`src/rtl/dpll_tm_pkg.sv`:
```
// Purpose: Shared constants and types for the translation mode control block
// Assumes: 16-bit APB byte addresses, 32-bit data
// Notes: Profile word holds enable/priority, source, feedback select and mode bytes
package dpll_tm_pkg;
  localparam logic [15:0] PROF_BASE0 = 16'h1200;
  localparam logic [15:0] PROF_BASE1 = 16'h1600;
  localparam logic [7:0] PROF_END = 8'hC0;
  localparam logic [15:0] CH_BASE = 16'h2000;
  localparam logic [7:0] OFS_CTRL = 8'h00;
  localparam logic [7:0] OFS_DIV = 8'h04;
  localparam logic [7:0] OFS_FRAC = 8'h08;
  localparam logic [7:0] OFS_LIMIT = 8'h0C;
  localparam logic [7:0] OFS_FREQ = 8'h10;
  localparam logic [7:0] OFS_STAT = 8'h14;
  localparam logic [7:0] OFS_BO = 8'h18;
  localparam logic [7:0] OFS_FADJ = 8'h1C;
  localparam logic [7:0] OFS_RNUM = 8'h20;
  localparam logic [7:0] OFS_RDEN = 8'h24;
  localparam int EN_BIT = 0;
  localparam int SRC_LSB = 8;
  localparam int FBS_LSB = 16;
  localparam int MODE_LSB = 24;
  localparam int ACQ_BIT = 3;
  localparam logic [31:0] PROF_MASK = 32'h031F1F3F;
  localparam logic [31:0] PROF_RST = 32'h00000000;
  localparam logic [31:0] DIV_RST = 32'h01010101;
  localparam logic [31:0] FRAC_RST = 32'h00000100;
  localparam logic [4:0] SRC_FB_A = 5'h04;
  localparam logic [4:0] SRC_FB_B = 5'h05;
  localparam logic [4:0] SRC_NCO0 = 5'h08;
  localparam logic [4:0] SRC_NCO1 = 5'h09;
  localparam int STEER_SHIFT = 2;
  typedef enum logic [1:0] {
    MODE_BUILDOUT = 2'h0,
    MODE_INT_ZD = 2'h1,
    MODE_RSVD = 2'h2,
    MODE_EXT_ZD = 2'h3
  } tmode_t;
endpackage

```
`src/rtl/acq_if.sv`:
```
// Purpose: Carrier between register block and acquisition engine
// Assumes: Same clock on both sides
// Notes: Offsets and frequencies are signed
`timescale 1ns/10ps
`default_nettype none
interface acq_if;
  logic start;
  logic [1:0] mode;
  logic signed [15:0] offset;
  logic signed [15:0] period;
  logic signed [15:0] slew;
  logic signed [15:0] clamp;
  logic signed [15:0] freq_in;
  logic signed [15:0] bo;
  logic signed [15:0] fadj;
  logic hitless;
  logic busy;
  modport ctl (output start, mode, offset, period, slew, clamp, freq_in,
    input bo, fadj, hitless, busy);
  modport eng (input start, mode, offset, period, slew, clamp, freq_in,
    output bo, fadj, hitless, busy);
endinterface
`default_nettype wire

```
`src/rtl/tm_engine.sv`:
```
// Purpose: Per-channel acquisition engine for buildout and hitless modes
// Assumes: Start is a one-cycle pulse; slew or clamp of zero means disabled
// Notes: Outputs are registered
`timescale 1ns/10ps
`default_nettype none
module tm_engine (
  input wire logic pclk,
  input wire logic presetn,
  acq_if.eng acq
);
  typedef enum logic [1:0] {IDLE, BUILD, STEER} state_t;
  typedef struct packed {
    state_t state;
    logic signed [15:0] bo;
    logic signed [15:0] target;
    logic signed [15:0] fadj;
    logic hitless;
  } eng_t;
  eng_t s_ff, nxt_s;

  function automatic logic signed [15:0] lim(input logic signed [16:0] v,
                                             input logic signed [15:0] l);
    logic signed [16:0] l17;
    l17 = 17'(l);
    if (l <= 0) lim = 16'(v);
    else if (v > l17) lim = l;
    else if (v < -l17) lim = -l;
    else lim = 16'(v);
  endfunction

  // Pick the nearest reference edge so steering never runs the long way round
  function automatic logic signed [15:0] wrap(input logic signed [15:0] o,
                                              input logic signed [15:0] p);
    logic signed [16:0] o17;
    logic signed [16:0] p17;
    o17 = 17'(o);
    p17 = 17'(p);
    if (p <= 0) wrap = o;
    else if (o17 > (p17 >>> 1)) wrap = 16'(o17 - p17);
    else if (o17 < -(p17 >>> 1)) wrap = 16'(o17 + p17);
    else wrap = o;
  endfunction

  always_comb begin
    logic signed [15:0] pull;
    logic signed [15:0] tot;
    pull = 16'sh0000;
    tot = 16'sh0000;
    nxt_s = s_ff;
    if (acq.start) begin
      nxt_s.fadj = acq.freq_in;
      if (acq.mode == dpll_tm_pkg::MODE_INT_ZD || acq.mode == dpll_tm_pkg::MODE_EXT_ZD) begin
        nxt_s.target = wrap(acq.offset, acq.period);
        nxt_s.state = BUILD;
        nxt_s.hitless = 1'b1;
      end else begin
        // Reserved code runs as buildout; step inserted at once, unslewed
        nxt_s.bo = acq.offset;
        nxt_s.state = IDLE;
        nxt_s.hitless = 1'b0;
      end
    end else begin
      case (s_ff.state)
        IDLE: begin
          nxt_s.fadj = acq.freq_in;
        end
        BUILD: begin
          nxt_s.bo = 16'(17'(s_ff.bo) + 17'(lim(17'(s_ff.target) - 17'(s_ff.bo), acq.slew)));
          if (nxt_s.bo == s_ff.target) nxt_s.state = STEER;
        end
        STEER: begin
          pull = s_ff.bo >>> dpll_tm_pkg::STEER_SHIFT;
          if (pull == 0 && s_ff.bo != 0) pull = s_ff.bo[15] ? -16'sh0001 : 16'sh0001;
          pull = lim(17'(pull), acq.slew);
          tot = lim(17'(acq.freq_in) + 17'(pull), acq.clamp);
          nxt_s.fadj = tot;
          nxt_s.bo = 16'(17'(s_ff.bo) - (17'(tot) - 17'(acq.freq_in)));
          if (s_ff.bo == 0) begin
            nxt_s.state = IDLE;
            nxt_s.hitless = 1'b0;
            nxt_s.fadj = acq.freq_in;
          end
        end
        default: nxt_s.state = IDLE;
      endcase
    end
  end

  always_ff @(posedge pclk or negedge presetn) begin
    if (!presetn) s_ff <= '0;
    else s_ff <= nxt_s;
  end

  assign acq.bo = s_ff.bo;
  assign acq.fadj = s_ff.fadj;
  assign acq.hitless = s_ff.hitless;
  assign acq.busy = (s_ff.state != IDLE);
endmodule
`default_nettype wire

```
`src/rtl/dpll_translation_mode_control.sv`:
```
// Purpose: Translation profile registers and mode control for two DPLL channels
// Assumes: APB slave, no wait states on any transfer; stamps synchronous to pclk
// Notes: Engines apply buildout or hitless acquisition per active profile
`timescale 1ns/10ps
`default_nettype none
module dpll_translation_mode_control (
  input wire logic pclk,
  input wire logic presetn,
  input wire logic [15:0] paddr,
  input wire logic psel,
  input wire logic penable,
  input wire logic pwrite,
  input wire logic [31:0] pwdata,
  input wire logic [3:0] pstrb,
  output logic [31:0] prdata,
  output logic pready,
  output logic pslverr,
  input wire logic [1:0][15:0] ref_stamp,
  input wire logic [1:0][15:0] fb_stamp,
  output logic [1:0][4:0] source_sel,
  output logic [1:0][4:0] feedback_sel,
  output logic [1:0][1:0] mode_active,
  output logic [1:0][15:0] buildout_offset,
  output logic [1:0][15:0] freq_tuning,
  output logic [1:0] hitless_active
);
  typedef struct packed {
    logic [11:0][31:0] prof;
    logic [1:0][2:0] act;
    logic [1:0][31:0] div;
    logic [1:0][31:0] frac;
    logic [1:0][31:0] lim;
    logic [1:0][31:0] freq;
    logic [1:0][15:0] old_ref;
    logic [1:0] start;
    logic [1:0] sw;
    logic [1:0][4:0] src;
    logic [1:0][4:0] fbs;
    logic [1:0][1:0] mode;
    logic [31:0] rdata;
    logic ready;
    logic err;
  } regs_t;
  regs_t s_ff, nxt_s;

  logic [1:0][15:0] e_bo;
  logic [1:0][15:0] e_fadj;
  logic [1:0] e_hl;
  logic [1:0] e_busy;
  logic [1:0][31:0] rnum;
  logic [1:0][31:0] rden;
  logic prof_hit;
  logic ch_hit;
  logic [3:0] pidx;
  logic cidx;
  logic [31:0] rd;
  logic reg_hit;

  acq_if acq [2] ();

  genvar g;
  generate
    for (g = 0; g < 2; g++) begin : g_ch
      tm_engine u_eng (
        .pclk(pclk),
        .presetn(presetn),
        .acq(acq[g])
      );
      assign acq[g].start = s_ff.start[g];
      assign acq[g].mode = s_ff.mode[g];
      // Switchover in buildout takes old-to-new reference stamp difference
      assign acq[g].offset = (s_ff.sw[g] && s_ff.mode[g] != dpll_tm_pkg::MODE_INT_ZD &&
                              s_ff.mode[g] != dpll_tm_pkg::MODE_EXT_ZD) ?
                             16'(ref_stamp[g] - s_ff.old_ref[g]) :
                             16'(ref_stamp[g] - fb_stamp[g]);
      assign acq[g].period = s_ff.freq[g][31:16];
      assign acq[g].slew = s_ff.lim[g][15:0];
      assign acq[g].clamp = s_ff.lim[g][31:16];
      assign acq[g].freq_in = s_ff.freq[g][15:0];
      assign e_bo[g] = acq[g].bo;
      assign e_fadj[g] = acq[g].fadj;
      assign e_hl[g] = acq[g].hitless;
      assign e_busy[g] = acq[g].busy;
    end
  endgenerate

  function automatic logic [31:0] wmerge(input logic [31:0] old, input logic [31:0] wd,
                                         input logic [3:0] st);
    logic [31:0] r;
    r = old;
    for (int b = 0; b < 4; b++) begin
      if (st[b]) r[8*b +: 8] = wd[8*b +: 8];
    end
    wmerge = r;
  endfunction

  function automatic logic [3:0] pindex(input logic ch, input logic [2:0] i);
    pindex = (ch ? 4'h6 : 4'h0) + {1'b0, i};
  endfunction

  // Frequency ratio readback, numerator over denominator
  always_comb begin
    logic [7:0] n_int;
    logic [7:0] m_div;
    logic [7:0] r_div;
    logic [7:0] q_div;
    logic [7:0] f_num;
    logic [7:0] f_mod;
    n_int = 8'h00;
    m_div = 8'h00;
    r_div = 8'h00;
    q_div = 8'h00;
    f_num = 8'h00;
    f_mod = 8'h00;
    for (int c = 0; c < 2; c++) begin
      n_int = s_ff.div[c][7:0];
      m_div = s_ff.div[c][15:8];
      r_div = s_ff.div[c][23:16];
      q_div = s_ff.div[c][31:24];
      f_num = s_ff.frac[c][7:0];
      f_mod = s_ff.frac[c][15:8];
      if (s_ff.src[c] == dpll_tm_pkg::SRC_FB_A || s_ff.src[c] == dpll_tm_pkg::SRC_FB_B ||
          s_ff.src[c] == dpll_tm_pkg::SRC_NCO0 || s_ff.src[c] == dpll_tm_pkg::SRC_NCO1) begin
        r_div = 8'h01;
      end
      if (s_ff.mode[c] == dpll_tm_pkg::MODE_INT_ZD || s_ff.mode[c] == dpll_tm_pkg::MODE_EXT_ZD) begin
        rnum[c] = {24'h000000, n_int};
        rden[c] = {24'h000000, r_div};
      end else begin
        rnum[c] = 32'((({8'h00, n_int} * {8'h00, f_mod}) + {16'h0000, f_num}) * m_div);
        rden[c] = 32'({r_div, 1'b0} * q_div * f_mod);
      end
    end
  end

  // Address decode and read mux
  always_comb begin
    prof_hit = 1'b0;
    ch_hit = 1'b0;
    pidx = 4'h0;
    cidx = paddr[8];
    rd = 32'h00000000;
    reg_hit = 1'b0;
    if ((paddr[15:8] == dpll_tm_pkg::PROF_BASE0[15:8] ||
         paddr[15:8] == dpll_tm_pkg::PROF_BASE1[15:8]) &&
        paddr[7:0] < dpll_tm_pkg::PROF_END && paddr[4:0] == 5'h00) begin
      prof_hit = 1'b1;
      pidx = pindex(paddr[15:8] == dpll_tm_pkg::PROF_BASE1[15:8], paddr[7:5]);
      rd = s_ff.prof[pidx] & dpll_tm_pkg::PROF_MASK;
      reg_hit = 1'b1;
    end else if (paddr[15:9] == dpll_tm_pkg::CH_BASE[15:9] && paddr[1:0] == 2'h0) begin
      ch_hit = 1'b1;
      reg_hit = 1'b1;
      case (paddr[7:0])
        dpll_tm_pkg::OFS_CTRL: rd = {29'h00000000, s_ff.act[cidx]};
        dpll_tm_pkg::OFS_DIV: rd = s_ff.div[cidx];
        dpll_tm_pkg::OFS_FRAC: rd = {16'h0000, s_ff.frac[cidx][15:0]};
        dpll_tm_pkg::OFS_LIMIT: rd = s_ff.lim[cidx];
        dpll_tm_pkg::OFS_FREQ: rd = s_ff.freq[cidx];
        dpll_tm_pkg::OFS_STAT: rd = {16'h0000, s_ff.fbs[cidx], s_ff.src[cidx],
                                     s_ff.mode[cidx], e_busy[cidx], e_hl[cidx]};
        dpll_tm_pkg::OFS_BO: rd = {{16{e_bo[cidx][15]}}, e_bo[cidx]};
        dpll_tm_pkg::OFS_FADJ: rd = {{16{e_fadj[cidx][15]}}, e_fadj[cidx]};
        dpll_tm_pkg::OFS_RNUM: rd = rnum[cidx];
        dpll_tm_pkg::OFS_RDEN: rd = rden[cidx];
        default: reg_hit = 1'b0;
      endcase
    end
  end

  always_comb begin
    logic [2:0] want;
    logic [3:0] wi;
    want = 3'h0;
    wi = 4'h0;
    nxt_s = s_ff;
    nxt_s.start = 2'b00;
    nxt_s.sw = 2'b00;
    nxt_s.ready = 1'b0;
    // Answer one cycle after setup; data and error captured in setup
    if (psel && !penable) begin
      nxt_s.ready = 1'b1;
      nxt_s.err = !reg_hit;
      nxt_s.rdata = (reg_hit && !pwrite) ? rd : 32'h00000000;
    end
    // Old stamp freezes through the switch so the offset sees both references
    for (int c = 0; c < 2; c++) begin
      if (!s_ff.sw[c] && !s_ff.start[c]) nxt_s.old_ref[c] = ref_stamp[c];
    end
    if (psel && penable && s_ff.ready && pwrite && !s_ff.err) begin
      if (prof_hit) begin
        nxt_s.prof[pidx] = wmerge(s_ff.prof[pidx], pwdata, pstrb) & dpll_tm_pkg::PROF_MASK;
      end else if (ch_hit) begin
        case (paddr[7:0])
          dpll_tm_pkg::OFS_CTRL: begin
            if (pstrb[0]) begin
              want = pwdata[2:0];
              wi = pindex(cidx, want);
              // Disabled or out-of-range profiles are never selected
              if (want < 3'h6 && s_ff.prof[wi][dpll_tm_pkg::EN_BIT]) begin
                if (want != s_ff.act[cidx]) begin
                  nxt_s.act[cidx] = want;
                  nxt_s.start[cidx] = 1'b1;
                  nxt_s.sw[cidx] = 1'b1;
                end else if (pwdata[dpll_tm_pkg::ACQ_BIT]) begin
                  nxt_s.start[cidx] = 1'b1;
                end
              end
            end
          end
          dpll_tm_pkg::OFS_DIV: nxt_s.div[cidx] = wmerge(s_ff.div[cidx], pwdata, pstrb);
          dpll_tm_pkg::OFS_FRAC: nxt_s.frac[cidx] = wmerge(s_ff.frac[cidx], pwdata, pstrb);
          dpll_tm_pkg::OFS_LIMIT: nxt_s.lim[cidx] = wmerge(s_ff.lim[cidx], pwdata, pstrb);
          dpll_tm_pkg::OFS_FREQ: nxt_s.freq[cidx] = wmerge(s_ff.freq[cidx], pwdata, pstrb);
          default: nxt_s.err = s_ff.err;
        endcase
      end
    end
    // Copy active profile fields using the next selection so mode and start align
    for (int c = 0; c < 2; c++) begin
      wi = pindex(c[0], nxt_s.act[c]);
      nxt_s.mode[c] = nxt_s.prof[wi][dpll_tm_pkg::MODE_LSB +: 2];
      nxt_s.src[c] = nxt_s.prof[wi][dpll_tm_pkg::SRC_LSB +: 5];
      nxt_s.fbs[c] = nxt_s.prof[wi][dpll_tm_pkg::FBS_LSB +: 5];
    end
  end

  always_ff @(posedge pclk or negedge presetn) begin
    if (!presetn) begin
      s_ff <= '0;
      s_ff.div <= {dpll_tm_pkg::DIV_RST, dpll_tm_pkg::DIV_RST};
      s_ff.frac <= {dpll_tm_pkg::FRAC_RST, dpll_tm_pkg::FRAC_RST};
    end else begin
      s_ff <= nxt_s;
    end
  end

  assign prdata = s_ff.rdata;
  assign pready = s_ff.ready;
  assign pslverr = s_ff.err & s_ff.ready;
  assign source_sel = s_ff.src;
  assign feedback_sel = s_ff.fbs;
  assign mode_active = s_ff.mode;
  assign buildout_offset = e_bo;
  assign freq_tuning = e_fadj;
  assign hitless_active = e_hl;
endmodule
`default_nettype wire

```
`config.mk`:
```
export PLATFORM = sky130hd
export DESIGN_NAME = dpll_translation_mode_control
export DESIGN_NICKNAME = d
export VERILOG_FILES = /design/src/rtl/dpll_tm_pkg.sv /design/src/rtl/acq_if.sv /design/src/rtl/tm_engine.sv /design/src/rtl/dpll_translation_mode_control.sv
export SDC_FILE = /design/constraint.sdc
export NUM_CORES = 2
export LEC_CHECK = 0
export BUFFER_PORTS_ARGS = -buffer_cell sky130_fd_sc_hd__buf_2
export CORE_AREA = 2 2 491 493
export CTS_CLUSTER_DIAMETER = 150
export CTS_CLUSTER_SIZE = 16
export DETAILED_ROUTE_END_ITERATION = 16
export DIE_AREA = 0 0 493 495
export PLACE_DENSITY = 0.6
export SYNTH_ARGS = -nofsm -noshare
export SYNTH_HDL_FRONTEND = slang
export SYNTH_SLANG_ARGS = --single-unit
```
`constraint.sdc`:
```
create_clock -name pclk -period 10.3 [get_ports pclk]
set_input_delay 0.515 -clock pclk [delete_from_list [all_inputs] [get_ports pclk]]
set_output_delay 0.515 -clock pclk [all_outputs]
set_load 0.01 [all_outputs]
```
Yosys cells after proc, flatten, opt, wreduce, memory -nomap -nowiden
Cells that the tools add are included.
{"block": "classes", "n_reduce_logical": 72, "mux": 259, "eq_ne": 44, "bitwise": 2, "multipliers": 8, "order_cmp": 32, "n_addsub": 33}
{"cell": "$mux 16", "count": 52}
{"cell": "$mux 8", "count": 82}
{"cell": "$mux 646", "count": 1}
{"cell": "$mux 32", "count": 17}
{"cell": "$mux 262", "count": 2}
{"cell": "$bmux 32 s4", "count": 4}
{"cell": "$bwmux 384", "count": 1}
{"cell": "$mux 384", "count": 1}
{"cell": "$pmux 32 s10", "count": 1}
{"cell": "$bwmux 64", "count": 4}
{"cell": "$mux 64", "count": 4}
{"cell": "$sub 16x16->16", "count": 10}
{"cell": "$demux 32 s4", "count": 1}
{"cell": "$logic_not 32->1", "count": 4}
{"cell": "$pmux 16 s2", "count": 4}
{"cell": "$mux 26", "count": 4}
{"cell": "$mux 25", "count": 4}
{"cell": "$bmux 32 s3", "count": 1}
{"cell": "$le 16x1->1 const B", "count": 6}
{"cell": "$gt 17x16->1", "count": 4}
{"cell": "$lt 16x17->1", "count": 4}
{"cell": "$lt 17x17->1", "count": 4}
{"cell": "$mux 17", "count": 4}
{"cell": "$neg 16->17", "count": 4}
{"cell": "63 further kinds", "count": 227}
{"block": "word_totals", "reg_bits": 842, "out_inout_bits": 124, "in_bits": 121}

Logic depth before layout (Yosys ltp)
{"block": "depth", "depth_word": 22, "mapped_depth": 55, "depth_no_buf": 52}

Cells and area by module
Synthesis repeated with hierarchy kept, for this count alone.
{"block": "unflattened", "cells_unflattened": 9708, "area_unflattened_um2": 83024.6}
{"module": "dpll_translation_mode_control", "area_per_inst_um2": 57854.2, "seq_area_each_um2": 13525.5, "cells_each": 6329, "n_inst": 1}
{"module": "tm_engine at g_ch[0].u_eng", "area_per_inst_um2": 12690.9, "seq_area_each_um2": 1276.2, "cells_each": 1706, "n_inst": 1}
{"module": "tm_engine at g_ch[1].u_eng", "area_per_inst_um2": 12479.5, "seq_area_each_um2": 1276.2, "cells_each": 1673, "n_inst": 1}

Worst setup path after synthesis
Ideal clock, no wire load.
{"block": "synth_timing", "path_type": "register -> register", "start": "reg (tool-made name)", "end": "reg g_ch[1].u_eng.s_ff (netlist bit g_ch[1].u_eng.acq.bo[15])", "path_stages_with_launch": 49, "path_slack_ns": -0.982, "setup_ns": 0.094, "synth_period_minus_slack_ns": 11.282, "t_arrival_ns": 11.188, "path_buffers": 3, "cell_sequence": "dfrtp_1 or4_1 or4_1 or3_1 ha_1 ha_1 nand2b_1 a2111oi_0 o21ai_0 nand2_1 o21a_1 clkbuf_1 mux2i_1 ha_1 inv_1 fa_1 nor2b_1 o31a_1 [... 13 more ...] clkbuf_1 nand3_1 clkbuf_1 nor3_1 or2_2 fa_1 ha_1 a211oi_1 nor2_1 o41ai_1 o2111ai_1 a21o_1 a21oi_1 o21a_1 o21ai_0 xnor2_1 mux2_2 a211oi_1"}
{"item": "to (signal assigned)", "line_no": "tm_engine.sv:91", "source": "else s_ff <= nxt_s;"}
{"item": "to (decl)", "line_no": "tm_engine.sv:19", "source": "eng_t s_ff, nxt_s;"}

==> metrics.txt <==
area grow syn2layout=13.3%; Synth Flop Type=dfrtp_1; Finish-stage setup viols=1; Worst Max-Slew Pin Slew=1.40 ns; root cell of the clock tree=clkbuf_16; Worst Slack Setup Final=-0.0572 ns; cell count after synthesis=9,477; I/O pins=245; placed instance count=13,000; Post-route DRC=6; Std-Cell Rows=180; CP Capture Type=flop; Bufs on Longest Clock Path=3; number of buffers created by CTS=47; post-route insts no fill=13,100; die width=493 um; R2R cell count=47; synth top area cells=dfrtp_1 (20%), fa_1 (14%), ha_1 (13%); antenna-violating nets left=0; synthesized area=0.0809 mm^2; main combinational cell family by area after synthesis=adder cells; Synth Area in XOR/XNOR=0.0412; pre-CTS WS=-0.549 ns; Fin. Hold Viols=0; Iter 0 DRT Violations=8,170; TritonCTS clock tree=built; most frequent CP cell=a21o_1; Hold Path Class=input pin to flop; synth warn=0; Synth cell types=98; WHS=0.0511 ns; Synth Area in Compound Gates=0.171; Die H=495 um; #FFs+latches synth=642; Hold Path Cell Cnt=2; clk_lat worst skew=0.73 ns; Mapped Nets=11,000; H-tree levels=2; CP peak stage delay=0.55 ns; CTS sink cnt=642; number of global-route vias before repair=74,800; PortBufs=244; first-pass GRT wire length=531,000 um; drt total wl=372,000 um; Final Cycle Share=1.01; Mapped Avg Cell Area=8.54 um^2; Vias=76,300; post-synthesis async set-or-reset flop share=1.00; Total GRT Usage=0.297; Post-Synth Simple-Gate Area=0.172; EDFF count, synth=0; P_leak=0.0440 uW; clock transition at the registers of the reported paths=0.09 ns; Max-cap violations=0; Yosys top cell area share=0.195; Worst EP required=10.92 ns; sequential area share after synthesis=0.199; adder-cell share of the synthesized area=0.263; largest net degree at the start of global routing=139; die area=0.244 mm^2; pwr/cell area=63.2 mW/mm^2; Worst Skew=0.0628 ns; Peak Freq=96.6 MHz; mux cell area share after synthesis=0.0784; WL/cell=28.3 um; Yosys top cell by area=dfrtp_1; maximum VDD drop=0.122 mV; RSZ-0062 raised after global routing=yes; Crit-path slowest cell=fa_1; total core area=0.239 mm^2; failing checks=design-rule violations, negative setup slack; gpl congestion=1.04; Slew Limit Fails=0; WP data arrival=10.97 ns; starting density of the core=0.338; TritonRoute pass-1 iters=11; critical path peak fanout=7; WS Path Type=flop to flop; Worst Setup Start Kind=flop; final net count=11,400; top cells by count, synth=nand2_1 (1,018), inv_1 (928), ha_1 (817), dfrtp_1 (632), fa_1 (552); gr ovfl total=0; DP HPWL=296,000 um; Slew HR=0.0589; initial antenna violation count=43; count leader, synth=nand2_1; status=complete, but fails checks; layout cells sized above 1=0.159; Tmin final=10.36 ns; Vias/cell=5.81
-- where the power goes --
group / internal (uW) / switching (uW) / leakage, uW / total, uW
Sequential: 2530 / 18.1 / 0.00858 / 2550
Combinational: 434 / 875 / 0.0347 / 1310
Clock: 868 / 1070 / 0.000641 / 1940
-- per-layer routing --
layer,track usage,part of all wire,wire [um]
met4,0.184,0.075,28000
met2,0.450,0.43,160000
met3,0.0684,0.096,35800
met5,0,0.00028,104
met1,0.382,0.40,148000
-- critical path: cells and delay by family, from the launching register on --
kind	cells	cell delay, ns
xor+xnor	2	0.36
mux	1	0.32
compound gates	24	4.77
simple gates	11	2.14
fa+ha+maj	6	1.92
flops	1	0.40
buf+inv	3	0.36
-- cell families (layout without fill, tap and decap cells) --
logic type	Yosys count	in the layout
xor gates and xnor gates	379	379
DFF	642	642
muxes	568	568
other	0	25
AOI/OAI and AO/OA	2145	2145
and+or+nand+nor	2856	2856
adders and majority gates	1369	1369
buffers and inverters	1518	1967
-- cell usage in the layout (no fill, tap or decap), types with 51 or more instances in the layout --
cell	synthesis	layout
a31oi_1	55	53
fa_1	552	547
o21ai_0	501	478
nor2_1	496	485
buf_2	28	241
dfrtp_1	632	632
nand2_1	1018	1014
o22ai_1	139	134
ha_1	817	799
nand4_1	72	72
and2_1	367	366
and3_1	138	138
o31ai_1	60	51
a211oi_1	86	74
o21a_1	84	83
nand2b_1	65	64
o21bai_1	55	55
mux2_2	255	253
xnor2_1	277	265
buf_4	123	705
inv_1	928	923
nor2b_1	102	97
a21oi_1	551	522
mux2i_1	285	281
xor2_1	101	97
nor3_1	173	161
nand3_1	188	180
o211ai_1	52	52
a21o_1	121	121
or3_1	59	55
-- layout make-up --
cell class                 count  area, um^2
timing repair buffer         962        6730
tap                         3185        3990
multi-input combinational   7317       60000
antenna                       25        62.6
clock buffer                  61        1230
fill                       24400      148000
inverter                     938        3520
clock inverter                 6        90.1
sequential                   642       16100
-- final timing paths --
kind | endpoint | slack, ns | from
max reg2reg | g_ch[1].u_eng.acq.bo[15] | -0.06 | flop
min reg2reg | flop | 0.48 | flop
min in group asynchronous | s_ff[82] | 0.34 | presetn
max | g_ch[1].u_eng.acq.bo[15] | -0.06 | flop
max in group asynchronous | prdata[5] | 7.60 | presetn
min | s_ff[90] | 0.05 | ref_stamp[28]
-- stage by stage --
stage | setup TNS (ns) | cell area [um^2] | power [uW] | utilization
2_1_floorplan | -0.0147 | 81100 | 3340 | -
3_3_place_gp | -3.77 | 88900 | 3850 | 0.372
3_5_place_dp | -4.71 | 88900 | 3870 | 0.372
4_1_cts | -0.0937 | 90700 | 5780 | 0.379
5_1_grt | -2.44 | 91600 | 5980 | 0.383
6_report | -0.0572 | 91700 | 5800 | 0.383
-- repair_timing --
action                                  4_1_cts  5_1_grt
pin swaps                                    51      139
gates resized for setup                      78      160
hold endpoints to repair                     72        0
endpoints found under the setup margin       20       34
hold buffers                                  1        0
setup buffers                                17       28
Power figures use the tool's default switching activity.
